===== config.mk =====
export PLATFORM = sky130hd
export DESIGN_NAME = eiu_top
export DESIGN_NICKNAME = d
export VERILOG_FILES = /design/src/rtl/eiu_pkg.sv /design/src/rtl/eiu_top.sv
export SDC_FILE = /design/constraint.sdc
export NUM_CORES = 1
export LEC_CHECK = 0
export BUFFER_PORTS_ARGS = -buffer_cell sky130_fd_sc_hd__buf_4
export CAP_MARGIN = 20
export CORE_MARGIN = 5
export CORE_UTILIZATION = 54
export CTS_CLUSTER_DIAMETER = 60
export DETAILED_ROUTE_END_ITERATION = 8
export PLACE_DENSITY = 0.8
export SLEW_MARGIN = 20
export SYNTH_ARGS = -nofsm -noshare
export SYNTH_HDL_FRONTEND = slang
export SYNTH_SLANG_ARGS = --single-unit

===== constraint.sdc =====
create_clock -name hclk -period 2.05 [get_ports hclk]
set_input_delay 0 -clock hclk [delete_from_list [all_inputs] [get_ports hclk]]
set_output_delay 0 -clock hclk [all_outputs]
set_load 0.05 [all_outputs]

===== src/rtl/eiu_pkg.sv =====
package eiu_pkg;

  // ==========================================================================
  // Register indices (byte address is four times the index)
  // ==========================================================================
  localparam logic [7:0] IDX_PC_FLAGS  = 8'h1b;
  localparam logic [7:0] IDX_EXT_FLAGS = 8'h1c;
  localparam logic [7:0] IDX_EXT_EN    = 8'h1d;
  localparam logic [7:0] IDX_SENSE     = 8'h20;
  localparam logic [7:0] IDX_GRP_EN    = 8'h21;
  localparam logic [7:0] IDX_MASK0     = 8'h6b;
  localparam logic [7:0] IDX_MASK1     = 8'h6c;
  localparam logic [7:0] IDX_MASK2     = 8'h6d;
  localparam logic [7:0] IDX_NONE      = 8'hff;

  // ==========================================================================
  // Field layout and sizes
  // ==========================================================================
  localparam int unsigned EXT_PINS   = 2;
  localparam int unsigned PC_PINS    = 24;
  localparam int unsigned GROUPS     = 3;
  localparam int unsigned GROUP_W    = 8;
  localparam int unsigned SENSE_W    = 2;
  localparam int unsigned VEC_EXT0   = 0;
  localparam int unsigned VEC_PC0    = 2;
  localparam int unsigned VECTORS    = 5;
  localparam int unsigned PC_HOLE    = 15;

  // ==========================================================================
  // Reset values and timing counts
  // ==========================================================================
  localparam logic [7:0] RST_REG      = 8'h00;
  localparam logic [1:0] WARM_CYCLES  = 2'h3;

  // Trigger selection of one external pin
  typedef enum logic [1:0] {
    SENSE_LOW  = 2'h0,
    SENSE_ANY  = 2'h1,
    SENSE_FALL = 2'h2,
    SENSE_RISE = 2'h3
  } eiu_sense_t;

  // Whole state of the unit
  typedef struct packed {
    logic [EXT_PINS-1:0]         ext_s1;
    logic [EXT_PINS-1:0]         ext_s2;
    logic [EXT_PINS-1:0]         ext_prev;
    logic [PC_PINS-1:0]          pc_s1;
    logic [PC_PINS-1:0]          pc_s2;
    logic [PC_PINS-1:0]          pc_prev;
    logic [1:0]                  warm;
    logic [EXT_PINS*SENSE_W-1:0] sense;
    logic [EXT_PINS-1:0]         ext_en;
    logic [EXT_PINS-1:0]         ext_flag;
    logic [GROUPS-1:0]           grp_en;
    logic [GROUPS-1:0]           grp_flag;
    logic [PC_PINS-1:0]          pc_mask;
    logic                        ph_valid;
    logic                        ph_write;
    logic [7:0]                  ph_idx;
    logic                        rd_wait;
    logic [7:0]                  rdata;
  } eiu_state_t;

endpackage


===== src/rtl/eiu_top.sv =====
// What this block does
// RL1: Pin 1 sense: low, change, fall, rise
// RL2: Pin 0 uses the same sense encoding
// RL3: Pins sampled; pulses over one clock caught
// RL4: Source holds low level until instruction ends
// RL5: Request needs global flag and own enable
// RL6: Enable register: bit1 pin 1, bit0 pin 0
// RL7: Pin activity counts even when driven out
// RL8: Edge sets pin flag; vector when enabled
// RL9: Handler entry clears the pin flag
// RL10: Writing one clears flag, zero keeps it
// RL11: Level mode flag reads zero, level requests
// RL12: Group enables bits 2..0, own vectors
// RL13: Any enabled group input change requests
// RL14: Group change sets group flag bit
// RL15: Group flag cleared by handler or one
// RL16: Unused register bits read as zero
// RL17: Level and group sensing need no edges; here both use the hclk synchroniser, frozen while clk_en is low
// RL18: Input counts only with mask and group
// RL19: Two-stage synchroniser plus previous value
//
// Chosen here: the AHB-Lite slave port.
module eiu_top
  import eiu_pkg::*;
(
  input  wire logic                hclk,
  input  wire logic                hresetn,
  input  wire logic                clk_en,
  input  wire logic                hsel,
  input  wire logic [31:0]         haddr,
  input  wire logic [1:0]          htrans,
  input  wire logic                hwrite,
  input  wire logic [2:0]          hsize,
  input  wire logic [31:0]         hwdata,
  input  wire logic                hready,
  output logic      [31:0]         hrdata,
  output logic                     hreadyout,
  output logic                     hresp,
  input  wire logic [EXT_PINS-1:0] ext_irq_pin,
  input  wire logic [PC_PINS-1:0]  pin_change_input,
  input  wire logic                cpu_int_enable,
  input  wire logic [VECTORS-1:0]  vec_ack,
  output logic      [VECTORS-1:0]  vec_req
);

  // ==========================================================================
  // State
  // ==========================================================================
  eiu_state_t q;
  eiu_state_t d;

  logic                addr_take;
  logic                addr_hit;
  logic                wr_commit;
  logic                warm_ok;
  logic [EXT_PINS-1:0] ext_lvl;
  logic [EXT_PINS-1:0] ext_trig;
  logic [EXT_PINS-1:0] ext_w1c;
  logic [EXT_PINS-1:0] ext_ack;
  logic [PC_PINS-1:0]  pc_chg;
  logic [GROUPS-1:0]   grp_trig;
  logic [GROUPS-1:0]   grp_w1c;
  logic [GROUPS-1:0]   grp_ack;

  // ==========================================================================
  // Bus decode
  // ==========================================================================
  // Only word-aligned addresses inside the low window are mapped
  assign addr_hit  = (haddr[31:10] == 22'h000000) && (haddr[1:0] == 2'h0);
  assign addr_take = hsel & htrans[1] & hready;
  assign wr_commit = q.ph_valid & q.ph_write;

  // Reads stall one cycle so a write just before them is already visible
  assign hreadyout = clk_en & ~q.rd_wait;
  assign hresp     = 1'b0;
  assign hrdata    = {24'h000000, q.rdata};

  // Flag clears by software write of one, or by handler entry
  assign ext_w1c = (wr_commit && q.ph_idx == IDX_EXT_FLAGS) ? hwdata[EXT_PINS-1:0] : '0;  // see RL10
  assign grp_w1c = (wr_commit && q.ph_idx == IDX_PC_FLAGS) ? hwdata[GROUPS-1:0] : '0;  // see RL15
  assign ext_ack = vec_ack[VEC_EXT0 +: EXT_PINS];
  assign grp_ack = vec_ack[VEC_PC0 +: GROUPS];

  // ==========================================================================
  // Detection
  // ==========================================================================
  // Edges are ignored until the synchroniser and history hold real samples,
  // otherwise a pin high at reset would look like a rising edge
  assign warm_ok = (q.warm == WARM_CYCLES);

  // Per external pin: decode the two sense bits into a trigger
  genvar gi;
  generate
    for (gi = 0; gi < EXT_PINS; gi++) begin : g_ext
      logic       rise;
      logic       fall;
      eiu_sense_t mode;
      assign mode         = eiu_sense_t'(q.sense[gi*SENSE_W +: SENSE_W]);
      assign rise         = ~q.ext_prev[gi] & q.ext_s2[gi];
      assign fall         = q.ext_prev[gi] & ~q.ext_s2[gi];
      assign ext_lvl[gi]  = (mode == SENSE_LOW);
      assign ext_trig[gi] = warm_ok & ((mode == SENSE_ANY)  ? (rise | fall) :  // see RL1 see RL2 see RL3
                                       (mode == SENSE_FALL) ? fall :
                                       (mode == SENSE_RISE) ? rise : 1'b0);
    end
  endgenerate

  // Per group: any masked input toggle while the group is enabled
  assign pc_chg = (q.pc_s2 ^ q.pc_prev) & q.pc_mask & {PC_PINS{warm_ok}};  // see RL13 see RL18
  generate
    for (gi = 0; gi < GROUPS; gi++) begin : g_grp
      assign grp_trig[gi] = (|pc_chg[gi*GROUP_W +: GROUP_W]) & q.grp_en[gi];  // see RL18
    end
  endgenerate

  // ==========================================================================
  // Requests
  // ==========================================================================
  // Level mode bypasses the flag and follows the synchronised pin; the source
  // must hold it low until the core accepts the request
  assign vec_req[VEC_EXT0 +: EXT_PINS] = {EXT_PINS{cpu_int_enable}} & q.ext_en &  // see RL5 see RL8
                                         ((ext_lvl & ~q.ext_s2) | (~ext_lvl & q.ext_flag));  // see RL11 see RL4 see RL17
  assign vec_req[VEC_PC0 +: GROUPS]    = {GROUPS{cpu_int_enable}} & q.grp_en & q.grp_flag;  // see RL12

  // ==========================================================================
  // Next state
  // ==========================================================================
  always_comb begin
    logic [7:0] rd_mux;
    rd_mux = RST_REG;
    d      = q;

    // Pins are read straight from the pads, whatever their direction
    d.ext_s1   = ext_irq_pin;  // see RL7 see RL19
    d.ext_s2   = q.ext_s1;
    d.ext_prev = q.ext_s2;
    d.pc_s1    = pin_change_input;
    d.pc_s2    = q.pc_s1;
    d.pc_prev  = q.pc_s2;
    if (!warm_ok) begin
      d.warm = q.warm + 2'h1;
    end

    // Set wins over clear; level mode keeps the flag at zero
    d.ext_flag = ~ext_lvl & (ext_trig | (q.ext_flag & ~(ext_w1c | ext_ack)));  // see RL8 see RL9 see RL11
    d.grp_flag = grp_trig | (q.grp_flag & ~(grp_w1c | grp_ack));  // see RL14 see RL15

    // Register writes in the data phase
    if (wr_commit) begin
      case (q.ph_idx)
        IDX_SENSE: begin
          d.sense = hwdata[EXT_PINS*SENSE_W-1:0];
        end
        IDX_EXT_EN: begin
          d.ext_en = hwdata[EXT_PINS-1:0];  // see RL6
        end
        IDX_GRP_EN: begin
          d.grp_en = hwdata[GROUPS-1:0];  // see RL12
        end
        IDX_MASK0: begin
          d.pc_mask[7:0] = hwdata[7:0];
        end
        IDX_MASK1: begin
          d.pc_mask[PC_HOLE-1:8] = hwdata[6:0];  // see RL16
        end
        IDX_MASK2: begin
          d.pc_mask[23:16] = hwdata[7:0];
        end
        default: begin
          d.ph_write = q.ph_write;
        end
      endcase
    end

    // Read mux, unused bits stay zero
    case (q.ph_idx)
      IDX_SENSE: begin
        rd_mux = {4'h0, q.sense};  // see RL16
      end
      IDX_EXT_EN: begin
        rd_mux = {6'h00, q.ext_en};
      end
      IDX_EXT_FLAGS: begin
        rd_mux = {6'h00, q.ext_flag & ~ext_lvl};  // see RL11
      end
      IDX_GRP_EN: begin
        rd_mux = {5'h00, q.grp_en};
      end
      IDX_PC_FLAGS: begin
        rd_mux = {5'h00, q.grp_flag};
      end
      IDX_MASK0: begin
        rd_mux = q.pc_mask[7:0];
      end
      IDX_MASK1: begin
        rd_mux = {1'b0, q.pc_mask[PC_HOLE-1:8]};
      end
      IDX_MASK2: begin
        rd_mux = q.pc_mask[23:16];
      end
      default: begin
        rd_mux = RST_REG;
      end
    endcase

    // Address and data phase tracking
    if (q.rd_wait) begin
      d.rd_wait = 1'b0;
      d.rdata   = rd_mux;
    end else if (hready) begin
      d.ph_valid = addr_take;
      d.ph_write = hwrite;
      d.ph_idx   = addr_hit ? haddr[9:2] : IDX_NONE;
      d.rd_wait  = addr_take & ~hwrite;
    end
  end

  // Clock enable freezes every bit of state, bus tracking included
  always_ff @(posedge hclk or negedge hresetn) begin
    if (!hresetn) begin
      q <= '0;
    end else if (clk_en) begin
      q <= d;
    end
  end

  // ==========================================================================
  // Checks
  // ==========================================================================
  a_ext1_fall_flag: assert property (  // see RL1
    @(posedge hclk) disable iff (!hresetn)
    clk_en && warm_ok && q.sense[3:2] == 2'h2 && q.ext_prev[1] && !q.ext_s2[1] |=> q.ext_flag[1])
    else $error("pin 1 falling edge did not set its flag");

  a_ext0_rise_flag: assert property (  // see RL2
    @(posedge hclk) disable iff (!hresetn)
    clk_en && warm_ok && q.sense[1:0] == 2'h3 && !q.ext_prev[0] && q.ext_s2[0] |=> q.ext_flag[0])
    else $error("pin 0 rising edge did not set its flag");

  a_sync_two_stage: assert property (  // see RL19
    @(posedge hclk) disable iff (!hresetn)
    warm_ok && $past(clk_en, 1) && $past(clk_en, 2) |-> q.ext_s2 == $past(ext_irq_pin, 2))
    else $error("external pin synchroniser delay is not two cycles");

  a_no_global_req: assert property (  // see RL5
    @(posedge hclk) disable iff (!hresetn)
    !cpu_int_enable |-> vec_req == '0)
    else $error("request raised while global flag clear");

  a_level_req: assert property (  // see RL11
    @(posedge hclk) disable iff (!hresetn)
    cpu_int_enable && q.ext_en[0] && q.sense[1:0] == 2'h0 && !q.ext_s2[0] |-> vec_req[0] && !q.ext_flag[0])
    else $error("low level on pin 0 did not request");

  a_level_flag_zero: assert property (  // see RL11
    @(posedge hclk) disable iff (!hresetn)
    clk_en && q.sense[3:2] == 2'h0 |=> !q.ext_flag[1])
    else $error("pin 1 flag set in level mode");

  a_w1c_clear: assert property (  // see RL10
    @(posedge hclk) disable iff (!hresetn)
    clk_en && ext_w1c[0] && !ext_trig[0] |=> !q.ext_flag[0])
    else $error("writing one did not clear pin 0 flag");

  a_w0_keeps: assert property (  // see RL10
    @(posedge hclk) disable iff (!hresetn)
    clk_en && wr_commit && q.ph_idx == IDX_EXT_FLAGS && q.ext_flag[1] && !hwdata[1] && !ext_ack[1]
      && !ext_lvl[1] ##1 clk_en |-> q.ext_flag[1])
    else $error("writing zero changed pin 1 flag");

  a_ack_clear: assert property (  // see RL15
    @(posedge hclk) disable iff (!hresetn)
    clk_en && grp_ack[0] && !grp_trig[0] |=> !q.grp_flag[0])
    else $error("handler entry did not clear group 0 flag");

  a_grp_change: assert property (  // see RL13
    @(posedge hclk) disable iff (!hresetn)
    clk_en && q.grp_en[2] && |pc_chg[23:16] |=> q.grp_flag[2] ##0 (vec_req[4] == cpu_int_enable))
    else $error("group 2 change did not set flag and request");

  a_read_stall: assert property (  // see RL16
    @(posedge hclk) disable iff (!hresetn)
    addr_take && !hwrite && clk_en ##1 clk_en |=> hreadyout && hrdata[31:8] == 24'h000000)
    else $error("read did not complete after one wait cycle");

  a_ext1_rise_flag: assert property (  // see RL1
    @(posedge hclk) disable iff (!hresetn)
    clk_en && warm_ok && q.sense[3:2] == 2'h3 && !q.ext_prev[1] && q.ext_s2[1] |=> q.ext_flag[1])
    else $error("pin 1 rising edge did not set its flag");

  a_ext1_any_flag: assert property (  // see RL1
    @(posedge hclk) disable iff (!hresetn)
    clk_en && warm_ok && q.sense[3:2] == 2'h1 && (q.ext_prev[1] != q.ext_s2[1]) |=> q.ext_flag[1])
    else $error("pin 1 change did not set its flag");

  a_ext0_fall_flag: assert property (  // see RL2
    @(posedge hclk) disable iff (!hresetn)
    clk_en && warm_ok && q.sense[1:0] == 2'h2 && q.ext_prev[0] && !q.ext_s2[0] |=> q.ext_flag[0])
    else $error("pin 0 falling edge did not set its flag");

  a_ext0_any_flag: assert property (  // see RL2
    @(posedge hclk) disable iff (!hresetn)
    clk_en && warm_ok && q.sense[1:0] == 2'h1 && (q.ext_prev[0] != q.ext_s2[0]) |=> q.ext_flag[0])
    else $error("pin 0 change did not set its flag");

  a_trig_sets_flag: assert property (  // see RL8
    @(posedge hclk) disable iff (!hresetn)
    clk_en && ext_trig[0] |=> q.ext_flag[0])
    else $error("pin 0 trigger lost against a clear");

  a_ext_req_gate: assert property (  // see RL5
    @(posedge hclk) disable iff (!hresetn)
    (vec_req[1:0] & ~q.ext_en) == 2'h0)
    else $error("pin request raised while its enable is clear");

  a_reset_clear: assert property (  // see RL6
    @(posedge hclk)
    !hresetn |=> q.ext_en == 2'h0 && q.ext_flag == 2'h0 && q.pc_mask == 24'h000000)
    else $error("enables, flags or masks not zero after reset");

  a_ext_ack_clear: assert property (  // see RL9
    @(posedge hclk) disable iff (!hresetn)
    clk_en && ext_ack[1] && !ext_trig[1] |=> !q.ext_flag[1])
    else $error("handler entry did not clear pin 1 flag");

  a_grp_w1c_clear: assert property (  // see RL15
    @(posedge hclk) disable iff (!hresetn)
    clk_en && grp_w1c[1] && !grp_trig[1] |=> !q.grp_flag[1])
    else $error("writing one did not clear group 1 flag");

  a_grp_off_quiet: assert property (  // see RL18
    @(posedge hclk) disable iff (!hresetn)
    clk_en && !q.grp_en[0] && !q.grp_flag[0] |=> !q.grp_flag[0])
    else $error("group 0 flag set while group disabled");

  a_mask_off_quiet: assert property (  // see RL18
    @(posedge hclk) disable iff (!hresetn)
    clk_en && q.pc_mask[14:8] == 7'h00 && !q.grp_flag[1] |=> !q.grp_flag[1])
    else $error("group 1 flag set with every input masked");

  a_grp1_change: assert property (  // see RL14
    @(posedge hclk) disable iff (!hresetn)
    clk_en && q.grp_en[1] && |pc_chg[14:8] |=> q.grp_flag[1])
    else $error("group 1 change did not set its flag");

  a_grp0_change: assert property (  // see RL14
    @(posedge hclk) disable iff (!hresetn)
    clk_en && q.grp_en[0] && |pc_chg[7:0] |=> q.grp_flag[0])
    else $error("group 0 change did not set its flag");

  a_sense_unused: assert property (  // see RL16
    @(posedge hclk) disable iff (!hresetn)
    clk_en && q.rd_wait && q.ph_idx == IDX_SENSE |=> hrdata[7:4] == 4'h0)
    else $error("unused sense control bits read as one");

  a_flag_unused: assert property (  // see RL16
    @(posedge hclk) disable iff (!hresetn)
    clk_en && q.rd_wait && q.ph_idx == IDX_EXT_FLAGS |=> hrdata[7:2] == 6'h00)
    else $error("unused pin flag bits read as one");

endmodule


# == Word-level counts from Yosys, hierarchy flattened ==
# Cells that the tools add are included.
# totals
inputBits,107
regBits,136
output_inout_bits,39
# classes
n_bitwise,44
n_eq_ne,15
n_reduce_logical,19
mux,12
n_addsub,1
# ops
op,n
one-hot mux 8 bit (8 select lines),1
AND 24 bit,2
equality test 8 x 5 -> 1 bit (second input constant),3
equality test 8 x 7 -> 1 bit (second input constant),3
OR reduction 8 bit,3
XOR 24 bit,1
zero test 22 bit,1
AND reduction 3 bit,7
equality test 8 x 6 -> 1 bit (second input constant),2
AND 1 bit,14
AND 2 bit,6
equality test 2 bit (second input constant),5
AND 3 bit,3
2-to-1 mux 1 bit,8
2-to-1 mux 8 bit,1
inverter 1 bit,7
zero test 2 bit,3
inverter 2 bit,3
bitwise OR 2 bit,3
bitwise OR 3 bit,2
equality test 2 x 1 -> 1 bit (second input constant),2
AND reduction 2 bit,2
logical AND 1 bit,3
2-to-1 mux 3 bit,1
4 further kinds,5

# == Logic depth before layout (Yosys ltp) ==
# Gate-level depths: netlist (run 1).
# depth
word_depth,8
depth_mapped,6
ltp_nobuf,6

# == Worst setup path after synthesis (run 1) ==
# Ideal clock, no wire load.
# synth_path
path_kind,register to register
startpoint,register q[8] (netlist bit)
endpoint,register q[11] (netlist bit)
setup_ns,0.120
arrival_time_ns,2.019
path_slack_ns,-0.088
t_required_ns,1.930
n_path_buf,1
period_less_slack_ns,2.138
stages_incl_launch_ff,6
path_cell_list,dfrtp_1 -> nor2b_1 -> and2_1 -> buf_2 -> nand4_1 -> o22a_2
# synth_via
elab_chain_cells,2
# synth_rtl
item,line,text
from (decl),eiu_top.sv:49,eiu_state_t q;
from (signal assigned),eiu_top.sv:221,q <= '0;
from (signal assigned),eiu_top.sv:223,q <= d;
inverter 1 bit (no source line),-,
AND reduction 3 bit (no source line),-,
# Every way passes these cells.
# A chain may end at the register's enable or synchronous reset.

# == Final worst setup path (run 1) ==
# layout_path
startpoint,register q[16] (netlist bit)
endpoint,register q[49] (netlist bit)
# layout_via
elab_chain_cells,8
# layout_rtl
item,line,text
equality test 8 x 5 -> 1 bit,eiu_top.sv:79,assign ext_w1c = (wr_commit && q.ph_idx == IDX_EXT_FLAGS) ? hwdata[EXT_PINS-1:0] : '0;
logical AND 1 bit,eiu_top.sv:79,
2-to-1 mux 2 bit,eiu_top.sv:79,
bitwise OR 2 bit,eiu_top.sv:145,d.ext_flag = ~ext_lvl & (ext_trig | (q.ext_flag & ~(ext_w1c | ext_ack)));
inverter 2 bit,eiu_top.sv:145,
AND 2 bit,eiu_top.sv:145,
bitwise OR 2 bit,eiu_top.sv:145,
AND 2 bit,eiu_top.sv:145,
# Every way passes these cells.

==> summary.txt, run 1 <==
Finish
  – Fillers: between 700 and 800
  – Commonest non-fill, non-tap cell in the layout: dfrtp_1
  – Post-layout util: 0.706
  – Antenna diodes: 0
  – Commonest non-fill, non-tap cells in the layout: 133 x dfrtp_1, 103 x mux2_2, 100 x buf_4
  – Area Overhead vs Synth: 28.7%
  – Layout cells sized above 1: 0.397
  – NumNets Final: roughly 740

Power
  – Lkg Pwr: between 3 and 4 nW
  – Pwr Density: approximately 860 nW/um2
  – VDD IR max: ~0.69 mV

Yosys
  – Ys Warns: 0
  – Sequential share of the synthesized area: 0.531
  – Asr flop ratio synth: 1.00
  – Post-synth top area cell: dfrtp_1
  – Mean post-synth cell area: 13.1 um2
  – Top_reg_cell synth: dfrtp_1
  – Synthesis-stage register bit count: 133
  – Synth top area share: 0.531
  – Synthesized area: 6270 um2
  – Library cells used by synthesis: 59
  – Synth Instances: between 400 and 500
  – Synth top area cells: dfrtp_1 53%, mux2_2 19%, buf_4 4.1%, xor2_1 3.2%, a22oi_1 1.8%
  – Number of flops mapped to enable cells by yosys: 0

Worst setup path
  – Setup Crit Path Kind: reg2reg
  – Startpoint Class: flip-flop
  – Critical path peak fanout: 5
  – Crit path arrival time: around 2.3 ns
  – Req. time, crit path: about 2.3 ns
  – Nature of the critical path endpoint: flip-flop
  – R2R cell count: 4
  – Setup crit end: q[49]$_DFFE_PN0P_
  – Critical path startpoint: q[16]$_DFFE_PN0P_
  – Reg-to-Reg End: q[49]$_DFFE_PN0P_
  – Reg-to-reg startpoint: q[16]$_DFFE_PN0P_
  – R2R Setup Slk: 0.06 ns

Timing
  – Final-report hold violation count: 0
  – Setup TNS: 0 ns
  – Max Freq: between 500 and 600 MHz
  – Fin. max-slew vios: 0
  – Max_slew headroom: 0.641
  – Clock skew: roughly 0.0089 ns
  – Min Tclk post-route: around 2 ns
  – RSZ-0062 raised after global routing: false
  – Crit share post-route: 0.969
  – Final setup viols: 0
  – Worst slew pin tran: approximately 0.54 ns

GRT
  – Largest net degree at the start of global routing: just under 70
  – Initial antenna violation count: 0
  – All-Layer GR Usage: 0.212
  – Vias in the first global route: roughly 4.7k
  – First-pass GRT wire length: approximately 24 mm
  – GR Overflow Total: 0

Routing
  – Number of DRC markers in iteration 0: ~240
  – Final WL: around 14 mm
  – Detailed-route via count: about 4.4k
  – Post-route ant nets: 0
  – DR vias/cell: ~5.6
  – DRC: 0
  – 1st-pass router iterations: 5
  – WL per Instance: 18.0 um

Clocking
  – Post-CTS sizing: 0
  – Clk Latency, worst-skew pair: 0.42 ns
  – CTS tree: yes
  – H-tree depth: 4
  – Clk slew on worst S/H paths: 0.05 ns
  – Clock root cell: clkbuf_16
  – CTS Buf Count: 17
  – Max Root-Sink Buffers: 2
  – Post-CTS Setup Inserts: 0
  – CTS hold repair buffers: 51
  – Sink Count: about 130

Die
  – Num rows: 39
  – Initial Util: 0.549
  – Overall die area: between 10000 and 15000 um2
  – Die width: roughly 120 um
  – Core box area: approximately 11000 um2
  – Die height: 118 um
  – I/O Pins: about 150

Place
  – Buffers on Ports: slightly above 90
  – Final HPWL DP: 9.87 mm
  – Final Wtd Congestion: about 0.91

Hold path
  – Min-Delay Path Class: in2reg

Run
  – Max Cap Viol: 0

Status
  – Status: finished clean
per-stage QoR:
step           cells  cell area [um2]  total power [mW]  hold slack, ns  setup slack [ns]
2_1_floorplan    504             6360              3.72          -0.296             0.205
3_3_place_gp     699             6990              3.95         -0.0152             0.203
3_5_place_dp     699             6990              4.01         -0.0148             0.138
4_1_cts          778             8060              7.01         0.00887             0.114
5_1_grt          778             8060              7.26          0.0394            0.0365
6_report         778             8060              6.96          0.0264            0.0640
sequential cells by signal (all words and copies together), names as in the netlist:
signal,cells
q,71
d,50
hrdata,8
g_ext.mode,4
worst min-delay path by stage:
stage | endpoint | slack (ns) | start | cells past startpoint
2_1_floorplan | d[100]$_DFFE_PN0P_ | -0.30 | hresetn | 0
3_3_place_gp | hrdata[6]$_DFFE_PN0P_ | -0.02 | hresetn | 1
3_5_place_dp | hrdata[5]$_DFFE_PN0P_ | -0.01 | hresetn | 1
4_1_cts | q[44]$_DFFE_PN0P_ | 0.009 | vec_ack[3] | 4
5_1_grt | q[44]$_DFFE_PN0P_ | 0.04 | vec_ack[3] | 4
6_report | q[44]$_DFFE_PN0P_ | 0.03 | vec_ack[3] | 4
synthesized netlist by cell type, types with 6 or more instances:
cell type / count
nor2_1: 6
a22oi_1: 15
buf_4: 34
buf_2: 6
xor2_1: 23
dfrtp_1: 133
mux2_2: 103
inv_1: 8
o21ai_0: 8
nor4_1: 7
buf_1: 6
o22a_1: 7
nand2_1: 23
a21oi_1: 6
kinds of logic (layout without fill, tap and decap cells):
group | count (synthesis) | count (layout) | share of synthesized area
flip-flops | 133 | 133 | 0.531
multiplexers | 112 | 112 | 0.203
AND/OR/NAND/NOR | 78 | 78 | 0.0803
AO/OA/AOI/OAI | 70 | 70 | 0.0861
buffers and inverters | 57 | 188 | 0.0557
XOR/XNOR | 24 | 24 | 0.0335
adder cells (fa/ha/maj) | 5 | 5 | 0.00998
other | 1 | 25 | 0.000598
critical path, stage by stage, from the launching register on:
cell,delay (ns)
dfrtp_1,0.45
or4b_1,0.59
nor4_1,0.48
a211o_1,0.21
o221ai_1,0.11
per-layer routing:
metal  up-vias  global-route usage  part of all wire  routed length [um]
met3        27              0.0639             0.073                1020
met2       164               0.354              0.50                7030
met4         0              0.0767             0.021                 300
li1       1998                   -                 -                   -
met5         -                   0                 0                   0
met1      2170               0.262              0.40                5660
area by class of cell:
class / instances / area [um2] / area share
clock buffer: 23 / 488 / 0.0605
timing repair buffer: 152 / 1280 / 0.159
sequential: 133 / 3330 / 0.413
tap: 143 / 179 / 0.0222
inverter: 8 / 30.0 / 0.00372
multi-input combinational: 314 / 2680 / 0.333
clock inverter: 5 / 75.1 / 0.00931
report_power, final:
part	total (mW)	switching, mW	internal [mW]
Combinational	0.975	0.478	0.497
Sequential	3.07	0.187	2.89
Clock	2.91	1.03	1.88
No activity file was read; power rests on OpenSTA's default activity.
==> run 2: changes to the inputs <==
--- a/config.mk
+++ b/config.mk
@@ -7,6 +7,7 @@
 export LEC_CHECK = 0
 export BUFFER_PORTS_ARGS = -buffer_cell sky130_fd_sc_hd__buf_4
 export CAP_MARGIN = 20
+export CORE_ASPECT_RATIO = 0.8
 export CORE_MARGIN = 5
 export CORE_UTILIZATION = 54
 export CTS_CLUSTER_DIAMETER = 60
==> summary.txt, run 2 (same netlist as run 1, synthesis figures left out) <==
Timing
  – Max Freq: 530 MHz (+5.2%)
  – Worst slew pin tran: 0.607 ns (+0.0694 ns)
  – Final worst-path setup slack: 0.162 ns (+0.0978 ns)
  – RSZ-0062 raised after global routing: false
  – Final setup viols: 0 (unchanged)
  – Final-report hold violation count: 0 (unchanged)
  – Clock skew: 0.0110 ns (+0.00209 ns)
  – Crit share post-route: 0.921 (-0.0477)
  – Fin. max-slew vios: 0 (unchanged)
  – Max_slew headroom: 0.595 (-0.0462)
  – Min Tclk post-route: 1.89 ns (-0.0978 ns)
  – Setup TNS: 0 ns (unchanged)

Die
  – Num rows: 35 (-10%)
  – Initial Util: 0.548 (about the same)
  – I/O Pins: 146 (unchanged)
  – Core box area: 11400 um2 (about the same)
  – Die height: 106 um (-9.7%)
  – Die width: 130 um (+11%)
  – Overall die area: 13900 um2 (about the same)

Worst setup path
  – Nature of the critical path endpoint: flip-flop
  – Setup Crit Path Kind: reg2reg
  – Startpoint Class: flip-flop
  – Crit path arrival time: 2.19 ns (-0.06 ns)
  – R2R Setup Slk: 0.16 ns (+0.10 ns)
  – Critical path peak fanout: 5 (unchanged)
  – Req. time, crit path: 2.35 ns (+0.03 ns)

Finish
  – Commonest non-fill, non-tap cell in the layout: dfrtp_1
  – Fillers: 760 (-4.0%)
  – Number of flip-flops in the largest register: 71 (unchanged)
  – Area Overhead vs Synth: 30.0%
  – Post-route cell area: 8150 um2 (+1.0%)
  – Layout cells sized above 1: 0.403 (+0.00627)
  – Most flops, register: q
  – Commonest non-fill, non-tap cells in the layout: 133 x dfrtp_1, 103 x mux2_2, 102 x buf_4
  – Non-filler cells, final: 788 (+1.3%)
  – NumNets Final: 739 (+0.14%)
  – Antenna diodes: 0 (unchanged)

Power
  – VDD IR max: 0.728 mV (+4.8%)
  – Pwr Density: 885 nW/um2 (+2.6%)
  – Lkg Pwr: 3.73 nW (+0.68%)

Status
  – Status: finished clean

GRT
  – Vias in the first global route: 4444 (-5.0%)
  – Initial antenna violation count: 0 (unchanged)
  – GR Overflow Total: 0 (unchanged)
  – All-Layer GR Usage: 0.217 (+0.00422)
  – First-pass GRT wire length: 23.2 mm (-2.9%)
  – Largest net degree at the start of global routing: 50 (-28%)

Place
  – Buffers on Ports: 91 (unchanged)
  – Final Wtd Congestion: 0.852 (-6.8%)
  – Final HPWL DP: 9.79 mm (-0.78%)
  – Worst slack at placement: 0.139 ns (+0.00122 ns)
  – Placed Cells: 707 (+1.1%)
  – Placed Area: 7030 um2 (+0.59%)

Routing
  – 1st-pass router iterations: 5 (unchanged)
  – Final WL: 14.3 mm (+1.9%)
  – DR vias/cell: 5.48 (-2.2%)
  – DRC: 0 (unchanged)
  – Post-route ant nets: 0 (unchanged)
  – Number of DRC markers in iteration 0: 359 (+48%)
  – Detailed-route via count: 4318 (-0.94%)
  – WL per Instance: 18.1 um (+0.63%)

Run
  – Max Cap Viol: 0 (unchanged)

Clocking
  – CTS tree: yes
  – Clk Latency, worst-skew pair: 0.42 ns (about the same)
  – Clock root cell: clkbuf_16
  – Post-CTS Setup Inserts: 0 (unchanged)
  – H-tree depth: 4 (unchanged)
  – Max Root-Sink Buffers: 2 (unchanged)
  – Sink Count: 133 (unchanged)
  – Clk slew on worst S/H paths: 0.06 ns (about the same)
  – CTS Buf Count: 17 (unchanged)

Hold path
  – Min-Delay Path Class: in2reg
## run 2: report_power, final
part / internal [mW] / switching (mW)
sequential: 2.89 / 0.194
clock: 2.09 / 1.07
combinational: 0.496 / 0.473
total: 5.47 / 1.74
## run 2: final timing paths
check | start | to | cells past startpoint
worst max-delay path | q[16]$_DFFE_PN0P_ | q[52]$_DFFE_PN0P_ | 3
worst min-delay path | vec_ack[2] | q[43]$_DFFE_PN0P_ | 4
worst max register to register | q[16]$_DFFE_PN0P_ | q[52]$_DFFE_PN0P_ | 3
worst min register to register | d[133]$_DFFE_PN0P_ | d[131]$_DFFE_PN0P_ | 2
max in group asynchronous | hresetn | q[68]$_DFFE_PN0P_ | 3
min in group asynchronous | hresetn | d[87]$_DFFE_PN0P_ | 2
## run 2: cell type report
cell class	instances	area (um2)	area share
timing repair buffer	153	1300	0.159
sequential	133	3330	0.409
clock inverter	9	150	0.0184
multi-input combinational	314	2690	0.330
tap	148	185	0.0227
inverter	8	30.0	0.00369
clock buffer	23	468	0.0575
## run 2: through the flow
stage / power [mW] / util / hold WS [ns]
floorplan: 3.72 / - / -0.296
global placement: 3.95 / 0.615 / 0.0424
detailed placement: 4.01 / 0.615 / 0.0539
CTS: 7.26 / 0.712 / 0.0150
global route: 7.50 / 0.713 / 0.0325
finish: 7.21 / 0.713 / 0.0277
## run 2: metal layers
metal	up-vias	wire (um)	track usage	share of wire
li1	2008	-	-	-
met1	2165	6390	0.305	0.45
met2	128	6990	0.336	0.49
met3	17	745	0.0517	0.052
met4	0	154	0.0639	0.011
met5	-	0	0	0
## run 2: repair_timing
item	CTS	global route
gates resized for setup	0	1
setup endpoints to repair	0	1
hold endpoints to repair	115	0
hold buffers	49	0
## run 2: worst max-delay path, stage by stage, from the launching register on
cell     delay, ns
dfrtp_1       0.45
or4b_1        0.62
nor3_1        0.34
mux2_2        0.37
==> run 3: changes to the inputs <==
--- a/config.mk
+++ b/config.mk
@@ -7,12 +7,15 @@
 export LEC_CHECK = 0
 export BUFFER_PORTS_ARGS = -buffer_cell sky130_fd_sc_hd__buf_4
 export CAP_MARGIN = 20
-export CORE_ASPECT_RATIO = 0.8
+export CELL_PAD_IN_SITES_DETAIL_PLACEMENT = 1
+export CELL_PAD_IN_SITES_GLOBAL_PLACEMENT = 1
+export CORE_ASPECT_RATIO = 1.5
 export CORE_MARGIN = 5
-export CORE_UTILIZATION = 54
+export CORE_UTILIZATION = 43
 export CTS_CLUSTER_DIAMETER = 60
 export DETAILED_ROUTE_END_ITERATION = 8
-export PLACE_DENSITY = 0.8
+export PLACE_DENSITY_LB_ADDON = 0.1
+export SETUP_SLACK_MARGIN = 0.5
 export SLEW_MARGIN = 20
 export SYNTH_ARGS = -nofsm -noshare
 export SYNTH_HDL_FRONTEND = slang
==> summary.txt, run 3 (same netlist as run 1, synthesis figures left out) <==
Die
  – Num rows: 54 (+54%)
  – Die height: 158 um (+48%)
  – Die width: 109 um (-17%)
  – Core box area: 14500 um2 (+27%)
  – Initial Util: 0.433 (-0.115)
  – I/O Pins: 146 (unchanged)
  – Overall die area: 17100 um2 (+24%)

Worst setup path
  – Crit path arrival time: 2.07 ns (-0.12 ns)
  – Startpoint Class: flip-flop
  – Setup Crit Path Kind: reg2reg
  – Nature of the critical path endpoint: flip-flop
  – R2R cell count: 4 (+1)
  – Reg-to-Reg End: g_ext[1].mode[1]$_DFFE_PN0P_
  – Critical path peak fanout: 7 (+2)
  – R2R Setup Slk: 0.27 ns (+0.11 ns)
  – Req. time, crit path: 2.34 ns (about the same)
  – Reg-to-reg startpoint: q[11]$_DFFE_PN0P_

Finish
  – Register area: 3340 um2 (+0.34%)
  – Most flops, register: q
  – Area Overhead vs Synth: 41.9%
  – Antenna diodes: 0 (unchanged)
  – Fillers: 1450 (+91%)
  – Commonest non-fill, non-tap cells in the layout: 124 x dfrtp_1, 124 x buf_4, 78 x mux2_2
  – Area of the multi-input gates: 2980 um2 (+11%)
  – Layout cells sized above 1: 0.484 (+0.0806)
  – Number of flip-flops in the largest register: 71 (unchanged)
  – NumNets Final: 776 (+5.0%)

Power
  – Sw Share: 0.248 (+0.00680)
  – Pwr Density: 834 nW/um2 (-5.8%)
  – Clock power frac: 0.451 (+0.012)
  – Sequential group share of total power: 0.415 (-0.012)
  – VDD IR max: 0.476 mV (-35%)
  – Logic pwr share: 0.134 (about the same)
  – Pint: 5.58 mW (+1.9%)
  – Psw: 1.84 mW (+5.7%)
  – Lkg Pwr: 4.06 nW (+8.8%)

Timing
  – Final-report hold violation count: 0 (unchanged)
  – Max Freq: 561 MHz (+6.0%)
  – Final worst-path setup slack: 0.268 ns (+0.106 ns)
  – Fin. max-slew vios: 0 (unchanged)
  – Min Tclk post-route: 1.78 ns (-0.106 ns)
  – Setup TNS: 0 ns (unchanged)
  – Crit share post-route: 0.869 (-0.0518)
  – Worst slew pin tran: 0.623 ns (+0.0158 ns)
  – RSZ-0062 raised after global routing: true
  – Max_slew headroom: 0.584 (-0.0105)
  – Final setup viols: 0 (unchanged)
  – Clock skew: 0.00918 ns (-0.00183 ns)

Routing
  – Met3 wire len: 815 um (+9.4%)
  – Final WL: 17.1 mm (+20%)
  – Wire length on met1: 6.51 mm (+1.9%)
  – Top Layer Used: met4
  – Post-route ant nets: 0 (unchanged)
  – DRC: 0 (unchanged)
  – WL per Instance: 19.6 um (+8.3%)
  – Detailed-route via count: 4544 (+5.2%)
  – Number of DRC markers in iteration 0: 174 (-52%)
  – DR vias/cell: 5.21 (-4.9%)
  – 1st-pass router iterations: 4 (-1)
  – Met2 routed WL: 9.16 mm (+31%)

GRT
  – First-pass GRT wire length: 26.0 mm (+12%)
  – Largest net degree at the start of global routing: 76 (+52%)
  – Vias in the first global route: 4901 (+10%)
  – Initial antenna violation count: 0 (unchanged)
  – GR Overflow Total: 0 (unchanged)
  – All-Layer GR Usage: 0.196 (-0.0203)

Clocking
  – Clk slew on worst S/H paths: 0.06 ns (about the same)
  – Clock root cell: clkbuf_16
  – H-tree depth: 4 (unchanged)
  – Max Root-Sink Buffers: 2 (unchanged)
  – CTS tree: yes
  – Clk Latency, worst-skew pair: 0.41 ns (about the same)
  – Sink Count: 133 (unchanged)
  – CTS Buf Count: 17 (unchanged)

Place
  – Worst slack at placement: 0.203 ns (+0.0641 ns)
  – Final HPWL DP: 11.0 mm (+12%)
  – Buffers on Ports: 91 (unchanged)
  – Final Wtd Congestion: 0.884 (+3.7%)

Hold path
  – Worst hold stages: 4 (unchanged)
  – Min-Delay Path Class: in2reg
  – Hold Path End: q[44]$_DFFE_PN0P_
  – Min-Delay Startpoint: vec_ack[3]

Run
  – Max Cap Viol: 0 (unchanged)

Status
  – Status: finished clean
## run 3: repair_timing
action,CTS,global route
hold buffers,49,0
pin swaps,14,27
gates resized for setup,34,32
hold endpoints to repair,203,0
cloned,0,0
setup endpoints to repair,52,46
buffers inserted,17,21
## run 3: per-stage QoR
stage / cell area (um2) / power, mW / hold WS, ns / cells / util
floorplan: 6480 / 3.72 / -0.296 / 504 / -
global placement: 7190 / 3.97 / 0.0382 / 754 / 0.497
detailed placement: 7190 / 4.03 / 0.0451 / 754 / 0.497
CTS: 8570 / 7.46 / 0.0324 / 851 / 0.593
global route: 8890 / 7.72 / 0.0654 / 872 / 0.615
finish: 8890 / 7.41 / 0.0581 / 872 / 0.615
## run 3: routing by layer
metal	up-vias	global-route usage
met1	2291	0.226
met5	-	0
met3	41	0.0388
li1	2076	-
met2	136	0.352
met4	0	0.0842
## run 3: power groups by stage
stage	clock [mW]	combinational, mW	sequential (mW)
after floorplan	0	0.663	3.06
after global placement	0	0.876	3.10
after detailed placement	0	0.909	3.12
after CTS	3.39	0.999	3.08
after global routing	3.52	1.09	3.11
final	3.34	0.995	3.07
## run 3: final cells by class
cell class / count / area share
tap: 196 / 0.0276
timing repair buffer: 190 / 0.186
inverter: 8 / 0.00338
clock buffer: 19 / 0.0498
multi-input combinational: 314 / 0.335
clock inverter: 12 / 0.0229
sequential: 133 / 0.376
## run 3: worst max path at each step
stage | from | endpoint | slack (ns) | cells after the start
finish | q[11]$_DFFE_PN0P_ | g_ext[1].mode[1]$_DFFE_PN0P_ | 0.27 | 4
global route | q[11]$_DFFE_PN0P_ | g_ext[1].mode[1]$_DFFE_PN0P_ | 0.22 | 4
CTS | q[10]$_DFFE_PN0P_ | g_ext[1].mode[1]$_DFFE_PN0P_ | 0.30 | 4
detailed placement | q[15]$_DFFE_PN0P_ | g_ext[0].mode[0]$_DFFE_PN0P_ | 0.20 | 4
global placement | q[15]$_DFFE_PN0P_ | g_ext[1].mode[1]$_DFFE_PN0P_ | 0.22 | 4
floorplan | q[10]$_DFFE_PN0P_ | g_ext[0].mode[0]$_DFFE_PN0P_ | 0.32 | 4
## run 3: worst max-delay path, stage by stage, from the launching register on
cell	delay, ns
dfrtp_2	0.46
nor4_4	0.34
nand2_2	0.12
or3_4	0.43
mux2_4	0.31
